`src/core/rcs_pkg.sv`:
```
package rcs_pkg;
  localparam logic [31:0] RCS_ADDR_CAUSE   = 32'h0000_0000;
  localparam logic [31:0] RCS_ADDR_OSC     = 32'h0000_0004;
  localparam logic [31:0] RCS_ADDR_STATUS  = 32'h0000_0008;
  localparam int RCS_BIT_TRAP   = 15;
  localparam int RCS_BIT_ILL    = 14;
  localparam int RCS_BIT_VREG   = 8;
  localparam int RCS_BIT_PIN    = 7;
  localparam int RCS_BIT_SOFT   = 6;
  localparam int RCS_BIT_WDEN   = 5;
  localparam int RCS_BIT_WATCHDOG_TIMEOUT_FLAG   = 4;
  localparam int RCS_BIT_SLEEP  = 3;
  localparam int RCS_BIT_IDLE   = 2;
  localparam int RCS_BIT_BOR    = 1;
  localparam int RCS_BIT_POR    = 0;
  localparam logic [15:0] RCS_CAUSE_MASK  = 16'hc1ff;
  localparam logic [15:0] RCS_CAUSE_RESET = 16'h0003;
  localparam logic [2:0]  RCS_OSC_FRC     = 3'h0;
  localparam logic [2:0]  RCS_OSC_FRCPLL  = 3'h1;
  localparam logic [2:0]  RCS_OSC_XT      = 3'h2;
  localparam logic [2:0]  RCS_OSC_XTPLL   = 3'h3;
  localparam logic [2:0]  RCS_OSC_SOSC    = 3'h4;
  localparam int RCS_CLK_MHZ       = 20;
  localparam int RCS_POWERON_DELAY_US       = 10;
  localparam int RCS_TSTART_REG_US = 20;
  localparam int RCS_TSTART_NOREG_MS = 64;
  localparam int RCS_TRST_US       = 20;
  localparam int RCS_TLOCK_US      = 20;
  localparam int RCS_TMON_US       = 100;
  localparam int RCS_OST_PERIODS   = 1024;
  localparam int RCS_POWERON_DELAY_CYC      = RCS_POWERON_DELAY_US * RCS_CLK_MHZ;
  localparam int RCS_TSTART_REG_CYC = RCS_TSTART_REG_US * RCS_CLK_MHZ;
  localparam int RCS_TSTART_NOREG_CYC = RCS_TSTART_NOREG_MS * 1000 * RCS_CLK_MHZ;
  localparam int RCS_TRST_CYC      = RCS_TRST_US * RCS_CLK_MHZ;
  localparam int RCS_TLOCK_CYC     = RCS_TLOCK_US * RCS_CLK_MHZ;
  localparam int RCS_TMON_CYC      = RCS_TMON_US * RCS_CLK_MHZ;
  typedef enum logic [4:0]
  {
    RCS_ST_PORD  = 5'b00001,
    RCS_ST_START = 5'b00010,
    RCS_ST_RST   = 5'b00100,
    RCS_ST_MON   = 5'b01000,
    RCS_ST_RUN   = 5'b10000
  } rcs_state_type;
endpackage

```
`src/core/rcs_sequencer.sv`:
```
`timescale 1ns/1ps
module rcs_sequencer #(
  parameter int STARTUP_NOREG_CYC = rcs_pkg::RCS_TSTART_NOREG_CYC
) (
  // Clock and reset
  input  wire logic        core_clk,
  input  wire logic        resetn,
  // Reset sources and sleep/idle/wake events, one-cycle pulses or levels
  input  wire logic        por_event,
  input  wire logic        bor_event,
  input  wire logic        pin_reset_event,
  input  wire logic        wdt_timeout_event,
  input  wire logic        soft_reset_event,
  input  wire logic        trap_conflict_event,
  input  wire logic        illegal_op_event,
  input  wire logic        sleep_instr_event,
  input  wire logic        idle_instr_event,
  input  wire logic        wake_event,
  // Configuration and oscillator side
  input  wire logic [2:0]  cfg_oscillator_select,
  input  wire logic        cfg_clock_switch_en,
  input  wire logic        cfg_watchdog_force,
  input  wire logic        cfg_monitor_en,
  input  wire logic        regulator_en,
  input  wire logic        osc_tick,
  input  wire logic        osc_valid,
  // Outputs to core
  output logic             system_reset_signal,
  output logic             clock_released,
  output logic             cpu_run,
  output logic             monitor_active,
  output logic             watchdog_enable,
  output logic             regulator_sleep_keep,
  output logic [2:0]       current_oscillator_select,
  // AXI4-Lite slave
  input  wire logic [31:0] s_axi_awaddr,
  input  wire logic        s_axi_awvalid,
  output logic             s_axi_awready,
  input  wire logic [31:0] s_axi_wdata,
  input  wire logic [3:0]  s_axi_wstrb,
  input  wire logic        s_axi_wvalid,
  output logic             s_axi_wready,
  output logic [1:0]       s_axi_bresp,
  output logic             s_axi_bvalid,
  input  wire logic        s_axi_bready,
  input  wire logic [31:0] s_axi_araddr,
  input  wire logic        s_axi_arvalid,
  output logic             s_axi_arready,
  output logic [31:0]      s_axi_rdata,
  output logic [1:0]       s_axi_rresp,
  output logic             s_axi_rvalid,
  input  wire logic        s_axi_rready
);

  // ****************************************************************
  // State
  // ****************************************************************
  typedef struct packed {
    logic [15:0]           cause;
    logic [2:0]            osc;
    rcs_pkg::rcs_state_type st;
    logic [31:0]           dly;
    logic [10:0]           oscillator_startup_timer;
    logic [31:0]           lock;
    logic                  clk_ok;
    logic                  mon;
    logic                  aw_got;
    logic [31:0]           aw_addr;
    logic                  w_got;
    logic [31:0]           w_data;
    logic [3:0]            w_strb;
    logic                  bvalid;
    logic [1:0]            bresp;
    logic                  rvalid;
    logic [31:0]           rdata;
    logic [1:0]            rresp;
  } rcs_regs_type;

  // One register holds all state so reset is one clear, with cause and state then set
  rcs_regs_type q_r;
  rcs_regs_type q_nxt;

  // ****************************************************************
  // Helpers
  // ****************************************************************
  // Widen a cycle count for the 32-bit timers
  function automatic logic [31:0] rcs_cyc(input int n);
    rcs_cyc = 32'(n);
  endfunction

  // Sources that need the start-up count
  function automatic logic rcs_is_xtal(input logic [2:0] s);
    rcs_is_xtal = (s == rcs_pkg::RCS_OSC_XT) || (s == rcs_pkg::RCS_OSC_XTPLL)
                  || (s == rcs_pkg::RCS_OSC_SOSC);
  endfunction

  // Sources that need the lock wait
  function automatic logic rcs_is_pll(input logic [2:0] s);
    rcs_is_pll = (s == rcs_pkg::RCS_OSC_FRCPLL) || (s == rcs_pkg::RCS_OSC_XTPLL);
  endfunction

  function automatic logic [15:0] rcs_merge(input logic [15:0] old, input logic [31:0] d,
                                            input logic [3:0] be);
    // Lanes 2 and 3 carry nothing in a 16-bit register
    rcs_merge = old;
    if (be[0])
      rcs_merge[7:0] = d[7:0];
    if (be[1])
      rcs_merge[15:8] = d[15:8];
  endfunction

  // ****************************************************************
  // Reset classes and bus readiness
  // ****************************************************************
  logic        long_rst;
  logic        short_rst;
  logic        any_rst;
  logic        aw_fire;
  logic        w_fire;
  logic        ar_fire;
  logic        wr_go;
  logic [15:0] sw_cause;
  logic [15:0] hw_set;

  // Power-on and brown-out take the full delay chain, the rest only internal
  assign long_rst  = por_event | bor_event;
  assign short_rst = pin_reset_event | wdt_timeout_event | soft_reset_event
                     | trap_conflict_event | illegal_op_event;
  assign any_rst   = long_rst | short_rst;

  assign s_axi_awready = !q_r.aw_got && !q_r.bvalid;
  assign s_axi_wready  = !q_r.w_got && !q_r.bvalid;
  assign s_axi_arready = !q_r.rvalid;
  assign aw_fire = s_axi_awvalid && s_axi_awready;
  assign w_fire  = s_axi_wvalid && s_axi_wready;
  assign ar_fire = s_axi_arvalid && s_axi_arready;

  // ****************************************************************
  // Next state
  // ****************************************************************
  always_comb
  begin
    logic [2:0] sel;
    logic [31:0] wa;
    logic [31:0] wd;
    logic [3:0]  wb;
    sel = '0;
    wa = '0;
    wd = '0;
    wb = '0;
    q_nxt = q_r;
    hw_set = '0;
    sw_cause = '0;
    wr_go = 1'b0;

    // Bus write: both halves held until paired, response follows both
    if (aw_fire)
    begin
      q_nxt.aw_got  = 1'b1;
      q_nxt.aw_addr = s_axi_awaddr;
    end
    if (w_fire)
    begin
      q_nxt.w_got  = 1'b1;
      q_nxt.w_data = s_axi_wdata;
      q_nxt.w_strb = s_axi_wstrb;
    end
    wa = aw_fire ? s_axi_awaddr : q_r.aw_addr;
    wd = w_fire ? s_axi_wdata : q_r.w_data;
    wb = w_fire ? s_axi_wstrb : q_r.w_strb;
    if ((q_r.aw_got || aw_fire) && (q_r.w_got || w_fire))
    begin
      wr_go = 1'b1;
      q_nxt.aw_got = 1'b0;
      q_nxt.w_got  = 1'b0;
      q_nxt.bvalid = 1'b1;
      q_nxt.bresp  = 2'h0;
      if (wa[31:2] == rcs_pkg::RCS_ADDR_CAUSE[31:2])
        sw_cause = rcs_merge(q_r.cause, wd, wb) & rcs_pkg::RCS_CAUSE_MASK;
      else if (wa[31:2] == rcs_pkg::RCS_ADDR_OSC[31:2])
      begin
        if (wb[0])
          q_nxt.osc = wd[2:0];
      end
      else if (wa[31:2] != rcs_pkg::RCS_ADDR_STATUS[31:2])
        q_nxt.bresp = 2'h2;
    end
    if (q_r.bvalid && s_axi_bready)
      q_nxt.bvalid = 1'b0;

    // Software writes the strobed bytes of the field, then hardware events win over it
    if (wr_go && (wa[31:2] == rcs_pkg::RCS_ADDR_CAUSE[31:2]))
      q_nxt.cause = sw_cause;
    hw_set[rcs_pkg::RCS_BIT_TRAP]  = trap_conflict_event;
    hw_set[rcs_pkg::RCS_BIT_ILL]   = illegal_op_event;
    hw_set[rcs_pkg::RCS_BIT_PIN]   = pin_reset_event;
    hw_set[rcs_pkg::RCS_BIT_SOFT]  = soft_reset_event;
    hw_set[rcs_pkg::RCS_BIT_WATCHDOG_TIMEOUT_FLAG]  = wdt_timeout_event;
    hw_set[rcs_pkg::RCS_BIT_SLEEP] = sleep_instr_event;
    hw_set[rcs_pkg::RCS_BIT_IDLE]  = idle_instr_event;
    hw_set[rcs_pkg::RCS_BIT_BOR]   = long_rst;
    hw_set[rcs_pkg::RCS_BIT_POR]   = por_event;
    if (sleep_instr_event || idle_instr_event)
      q_nxt.cause[rcs_pkg::RCS_BIT_WATCHDOG_TIMEOUT_FLAG] = 1'b0;
    if (long_rst)
    begin
      // Brown-out spares pin, VREG, WDEN and POR flags; power-on clears everything but the POR and BOR flags
      q_nxt.cause[rcs_pkg::RCS_BIT_TRAP]  = 1'b0;
      q_nxt.cause[rcs_pkg::RCS_BIT_ILL]   = 1'b0;
      q_nxt.cause[rcs_pkg::RCS_BIT_SOFT]  = 1'b0;
      q_nxt.cause[rcs_pkg::RCS_BIT_WATCHDOG_TIMEOUT_FLAG]  = 1'b0;
      q_nxt.cause[rcs_pkg::RCS_BIT_SLEEP] = 1'b0;
      q_nxt.cause[rcs_pkg::RCS_BIT_IDLE]  = 1'b0;
      if (por_event)
      begin
        q_nxt.cause[rcs_pkg::RCS_BIT_PIN]  = 1'b0;
        q_nxt.cause[rcs_pkg::RCS_BIT_VREG] = 1'b0;
        q_nxt.cause[rcs_pkg::RCS_BIT_WDEN] = 1'b0;
      end
    end
    q_nxt.cause = (q_nxt.cause | hw_set) & rcs_pkg::RCS_CAUSE_MASK;

    // Clock source chosen per reset type
    sel = q_r.osc;
    if (!cfg_clock_switch_en || long_rst)
      sel = cfg_oscillator_select;
    if (any_rst)
      q_nxt.osc = sel;

    // Oscillator start-up and PLL lock run beside the reset delays
    if (any_rst)
    begin
      q_nxt.oscillator_startup_timer    = '0;
      q_nxt.lock   = '0;
      q_nxt.clk_ok = !long_rst || !(rcs_is_xtal(sel) || rcs_is_pll(sel));
      q_nxt.mon    = 1'b0;
    end
    else if ((q_r.st == rcs_pkg::RCS_ST_PORD) && (q_r.dly == 32'h0))
    begin
      // Async reset counts as power-on but cannot load the source itself
      q_nxt.osc    = cfg_oscillator_select;
      q_nxt.clk_ok = !(rcs_is_xtal(cfg_oscillator_select)
                       || rcs_is_pll(cfg_oscillator_select));
    end
    else if (!q_r.clk_ok)
    begin
      if (rcs_is_xtal(q_r.osc) && osc_tick && !q_r.oscillator_startup_timer[10])
        q_nxt.oscillator_startup_timer = q_r.oscillator_startup_timer + 11'h001;
      if (rcs_is_pll(q_r.osc) && !(q_r.lock >= rcs_cyc(rcs_pkg::RCS_TLOCK_CYC)))
        q_nxt.lock = q_r.lock + 32'h1;
      if ((!rcs_is_xtal(q_r.osc) || q_r.oscillator_startup_timer[10])
          && (!rcs_is_pll(q_r.osc) || (q_r.lock >= rcs_cyc(rcs_pkg::RCS_TLOCK_CYC))))
        q_nxt.clk_ok = 1'b1;
    end

    // Reset delay chain
    q_nxt.dly = q_r.dly + 32'h1;
    if (long_rst)
    begin
      q_nxt.st  = rcs_pkg::RCS_ST_PORD;
      q_nxt.dly = '0;
    end
    else if (short_rst)
    begin
      q_nxt.st  = rcs_pkg::RCS_ST_RST;
      q_nxt.dly = '0;
    end
    else if (wake_event && regulator_en && (q_r.st == rcs_pkg::RCS_ST_RUN))
    begin
      q_nxt.st  = rcs_pkg::RCS_ST_START;
      q_nxt.dly = '0;
    end
    else
    begin
      unique case (q_r.st)
        rcs_pkg::RCS_ST_PORD:
          if (q_r.dly >= rcs_cyc(rcs_pkg::RCS_POWERON_DELAY_CYC - 1))
          begin
            q_nxt.st  = rcs_pkg::RCS_ST_START;
            q_nxt.dly = '0;
          end
        rcs_pkg::RCS_ST_START:
          if (q_r.dly >= (regulator_en ? rcs_cyc(rcs_pkg::RCS_TSTART_REG_CYC - 1)
                                       : rcs_cyc(STARTUP_NOREG_CYC - 1)))
          begin
            q_nxt.st  = rcs_pkg::RCS_ST_RST;
            q_nxt.dly = '0;
          end
        rcs_pkg::RCS_ST_RST:
          if (q_r.dly >= rcs_cyc(rcs_pkg::RCS_TRST_CYC - 1))
          begin
            q_nxt.st  = rcs_pkg::RCS_ST_MON;
            q_nxt.dly = '0;
          end
        rcs_pkg::RCS_ST_MON:
          // Crystal/PLL sources get settling time before the monitor looks
          if (!(rcs_is_xtal(q_r.osc) || rcs_is_pll(q_r.osc))
              || q_r.dly >= rcs_cyc(rcs_pkg::RCS_TMON_CYC - 1))
          begin
            q_nxt.st  = rcs_pkg::RCS_ST_RUN;
            q_nxt.mon = cfg_monitor_en;
            if (cfg_monitor_en && !(q_r.clk_ok && osc_valid))
            begin
              q_nxt.osc    = rcs_pkg::RCS_OSC_FRC;
              q_nxt.clk_ok = 1'b1;
            end
          end
        rcs_pkg::RCS_ST_RUN:
          // Counter parked so it cannot wrap while running
          q_nxt.dly = q_r.dly;
      endcase
    end

    // ****************************************************************
    // Read channel
    // ****************************************************************
    if (q_r.rvalid && s_axi_rready)
      q_nxt.rvalid = 1'b0;
    if (ar_fire)
    begin
      q_nxt.rvalid = 1'b1;
      q_nxt.rresp  = 2'h0;
      q_nxt.rdata  = '0;
      if (s_axi_araddr[31:2] == rcs_pkg::RCS_ADDR_CAUSE[31:2])
        q_nxt.rdata = {16'h0000, q_r.cause & rcs_pkg::RCS_CAUSE_MASK};
      else if (s_axi_araddr[31:2] == rcs_pkg::RCS_ADDR_OSC[31:2])
        q_nxt.rdata = {29'h0, q_r.osc};
      else if (s_axi_araddr[31:2] == rcs_pkg::RCS_ADDR_STATUS[31:2])
        q_nxt.rdata = {26'h0, q_r.st == rcs_pkg::RCS_ST_RUN, q_r.mon,
                       q_r.clk_ok, q_r.st != rcs_pkg::RCS_ST_RUN, 2'h0};
      else
        q_nxt.rresp = 2'h2;
    end
  end

  // ****************************************************************
  // Registers
  // ****************************************************************
  always_ff @(posedge core_clk or negedge resetn)
  begin
    if (!resetn)
    begin
      q_r        <= '0;
      q_r.cause  <= rcs_pkg::RCS_CAUSE_RESET;
      q_r.st     <= rcs_pkg::RCS_ST_PORD;
    end
    else
      q_r <= q_nxt;
  end

  // ****************************************************************
  // Outputs
  // ****************************************************************
  assign system_reset_signal = (q_r.st == rcs_pkg::RCS_ST_PORD) || (q_r.st == rcs_pkg::RCS_ST_START)
                               || (q_r.st == rcs_pkg::RCS_ST_RST);
  assign clock_released = q_r.clk_ok;
  // Reset may end before a crystal has started; the core waits for both
  assign cpu_run        = !system_reset_signal && q_r.clk_ok;
  assign monitor_active = q_r.mon;
  assign watchdog_enable = q_r.cause[rcs_pkg::RCS_BIT_WDEN] | cfg_watchdog_force;
  assign regulator_sleep_keep = q_r.cause[rcs_pkg::RCS_BIT_VREG];
  assign current_oscillator_select = q_r.osc;
  assign s_axi_bvalid = q_r.bvalid;
  assign s_axi_bresp  = q_r.bresp;
  assign s_axi_rvalid = q_r.rvalid;
  assign s_axi_rdata  = q_r.rdata;
  assign s_axi_rresp  = q_r.rresp;

endmodule

```
`config.mk`:
```
export PLATFORM = sky130hd
export DESIGN_NAME = rcs_sequencer
export DESIGN_NICKNAME = d
export VERILOG_FILES = /design/src/core/rcs_pkg.sv /design/src/core/rcs_sequencer.sv
export SDC_FILE = /design/constraint.sdc
export NUM_CORES = 1
export LEC_CHECK = 0
export BUFFER_PORTS_ARGS = -buffer_cell sky130_fd_sc_hd__buf_2
export CORE_MARGIN = 2
export CORE_UTILIZATION = 59
export CTS_CLUSTER_SIZE = 40
export DETAILED_ROUTE_END_ITERATION = 8
export PLACE_DENSITY = 0.84
export SLEW_MARGIN = 30
export SYNTH_ARGS = -nofsm -noshare
export SYNTH_HDL_FRONTEND = slang
export SYNTH_SLANG_ARGS = --single-unit
```
`constraint.sdc`:
```
create_clock -name core_clk -period 3.9 [get_ports core_clk]
set_input_delay 0.78 -clock core_clk [delete_from_list [all_inputs] [get_ports core_clk]]
set_output_delay 0.78 -clock core_clk [all_outputs]
set_load 0.02 [all_outputs]
```
==> flow_summary.json <==
{
  "status": "finished clean",
  "power.density_nw_per_um2": 469,
  "place_hpwl_um": 13500,
  "hold_class": "input port to async pin",
  "gp_congestion": 0.895,
  "crit_end": "cpu_run",
  "antenna_left": 0,
  "cap_violations": 0,
  "dieArea_um2": 14900,
  "diodes": 0,
  "gr-total-overflow": 0,
  "arrival_ns": 2.08,
  "drc_errors": 0,
  "post-route-min-period_ns": 2.86,
  "tritoncts": "yes",
  "grt_pass1_vias": 6368,
  "worstPathMaxFanout": 6,
  "ir_worst_vdd_mv": 0.299,
  "yosys_warnings": 0,
  "fin_setup_tns_ns": 0,
  "fmax_mhz": 350,
  "final_common_cell": "dfrtp_1",
  "hold_viol_final": 0,
  "crit_type": "flop to output pin",
  "async_flop_share_pct": 100,
  "postCtsHoldBufs": 0,
  "htree_levels": 4,
  "slew_viol_final": 0,
  "r2r-end": "q_r[207]$_DFF_PN0_",
  "grt_max_degree": 71,
  "drt-total-wl_um": 19000,
  "endpoint_kind": "output pin",
  "drt_pass1_iterations": 5,
  "total_power_mw": 4.40,
  "r2r_cells": 7,
  "critPathLaunchType": "flop",
  "final_cell_mix": "153 x dfrtp_1, 124 x buf_2, 66 x nand2_1",
  "area_growth_pct": 14.1,
  "die_h_um": 122,
  "coreArea_um2": 13800,
  "fin_cells": 1121,
  "worstMarginPinSlew_ns": 0.824,
  "skew_ns": 0.00846,
  "start_util_pct": 59.8,
  "yosysUniqueCellTypes": 75,
  "viasPerCell": 5.90,
  "postCtsSetupRepairBufs": 0,
  "largest_register_ffs": 135,
  "synth_edf_count": 0,
  "fp.dieW_um": 122,
  "io_buffer_count": 125,
  "synth_seq_cells": 156,
  "num_vias": 6613,
  "pin_count": 176,
  "place_area_um2": 8820,
  "ys_seq_area_share_pct": 47.5,
  "synthFlopType": "dfrtp_1",
  "largest_register": "q_r",
  "row_count": 43,
  "max_slew_margin_pct": 45.0,
  "postSynthAreaPerCell_um2": 10.0,
  "nets": 1069,
  "cts_buffers": 17,
  "final_design_area_no_fill_um2": 9390,
  "cts.repair.resized": 0,
  "grtUsageTotal_pct": 26.9,
  "cts-root-buf": "clkbuf_16",
  "worstReg2RegStart": "s_axi_bvalid$_DFFE_PN0P_",
  "grt_pass1_wl_um": 31300,
  "critPathLaunch": "q_r[185]$_DFFE_PN1P_",
  "netlist_area_um2": 8230,
  "wire_per_inst_um": 17.0,
  "cts.clk_slew.worst_paths_ns": 0.06,
  "p_leak_nw": 4.21,
  "r2r_slack_ns": 1.09,
  "setup_violations": 0,
  "drive_above_1_share_pct": 24.7,
  "cts.path.max_buffers": 2,
  "drt-initial-drc-count": 535,
  "placed_cells": 1090,
  "cts.sinks": 156,
  "insertion_delay_ns": 0.43,
  "crit_required_ns": 3.12,
  "timing.final.crit_share_pct": 73.3,
  "rsz0062_at_grt": "no",
  "syn_inst": 822,
  "antenna_found_initial": 0,
  "nFillCells": 1017
}
[final cells by class]
type / count / area (um^2) / share of cell area [%]
Clock inverter: 10 / 114 / 1.21
Sequential cell: 156 / 3910 / 41.6
Multi-Input combinational cell: 594 / 3870 / 41.2
Inverter: 25 / 93.8 / 0.999
Tap cell: 180 / 225 / 2.40
Clock buffer: 21 / 460 / 4.90
Timing Repair Buffer: 135 / 719 / 7.66
[synth_stat cells, types with 4 or more instances]
| cell | n | share of area (%) |
|---|---|---|
| nand2_1 | 66 | 3.0 |
| inv_1 | 25 | 1.1 |
| a21oi_1 | 33 | 2.0 |
| ha_1 | 14 | 2.1 |
| and2_1 | 27 | 2.1 |
| nand2b_1 | 6 | 0.46 |
| and3_1 | 16 | 1.2 |
| buf_4 | 40 | 3.6 |
| clkbuf_1 | 16 | 0.73 |
| o21ai_1 | 8 | 0.49 |
| o22ai_1 | 4 | 0.30 |
| a21o_1 | 5 | 0.46 |
| o21bai_1 | 7 | 0.64 |
| nand3_1 | 36 | 2.2 |
| nor4_1 | 30 | 2.3 |
| or3_1 | 14 | 1.1 |
| buf_6 | 4 | 0.55 |
| a31oi_1 | 4 | 0.30 |
| nor2_1 | 62 | 2.8 |
| nor3b_1 | 6 | 0.55 |
| mux2i_1 | 21 | 2.6 |
| a22o_1 | 4 | 0.43 |
| dfrtp_1 | 153 | 47 |
| nand4_1 | 13 | 0.99 |
| nor3_1 | 20 | 1.2 |
| xor2_1 | 14 | 1.5 |
| nor4b_1 | 6 | 0.64 |
| and4_1 | 7 | 0.74 |
| mux2_2 | 40 | 5.5 |
| xnor2_1 | 4 | 0.43 |
| o21ai_0 | 42 | 2.6 |
| o31ai_1 | 4 | 0.36 |
| buf_2 | 7 | 0.43 |
[worst min-delay path by stage]
stage / start / slack (ns) / endpoint / depth (start not counted)
3_5_place_dp: s_axi_rdata[2]$_DFFE_PN0P_ / 0.46 / s_axi_rdata[2]$_DFFE_PN0P_ / 2
6_report: resetn / 0.36 / q_r[93]$_DFFE_PN0N_ / 1
2_1_floorplan: q_r[124]$_DFFE_PN0P_ / 0.44 / q_r[124]$_DFFE_PN0P_ / 1
4_1_cts: resetn / 0.38 / q_r[92]$_DFFE_PN0N_ / 1
5_1_grt: resetn / 0.40 / q_r[92]$_DFFE_PN0N_ / 1
3_3_place_gp: s_axi_rdata[2]$_DFFE_PN0P_ / 0.46 / s_axi_rdata[2]$_DFFE_PN0P_ / 2
[cell families (layout without fill, tap and decap cells)]
| family | after synthesis | count (layout) | share of synthesized area, % |
|---|---|---|---|
| flops | 156 | 156 | 47.5 |
| compound gates | 140 | 140 | 10.9 |
| fa+ha+maj | 14 | 14 | 2.13 |
| simple gates | 338 | 338 | 22.9 |
| mux | 61 | 61 | 8.02 |
| other cells | 1 | 23 | 0.0455 |
| xor+xnor | 18 | 18 | 1.91 |
| buf+inv | 94 | 191 | 6.60 |
[worst max-delay path: stages, from the launching register on]
cell and delay, ns:
dfstp_2 0.59, xor2_1 0.08, o21ai_0 0.14, nand2b_1 0.24
inv_1 0.18, nor2_1 0.22, buf_2 0.20
[layer usage]
metal  up-vias  GRT usage [%]  part of all wire, %
met5         -              0                    0
met4         0           9.63                  2.0
met3        30           5.43                  6.1
met2       234           44.6                   49
met1      3249           35.3                   43
li1       3100              -                    -
[where the power goes]
part	switching (mW)	leakage [nW]	internal, mW	total [mW]
registers	0.149	2.03	1.88	2.03
logic	0.390	1.90	0.369	0.758
clock network	0.648	0.283	0.972	1.62
total	1.19	4.21	3.22	4.40
[per-stage QoR]
step | worst slack (ns) | hold WS, ns | util [%]
2_1_floorplan | 1.32 | 0.444 | -
3_3_place_gp | 0.711 | 0.457 | 64.0
3_5_place_dp | 0.675 | 0.459 | 64.0
4_1_cts | 1.06 | 0.378 | 68.2
5_1_grt | 0.875 | 0.400 | 68.2
6_report | 1.04 | 0.355 | 68.2
(Power assumes the default switching activity.)
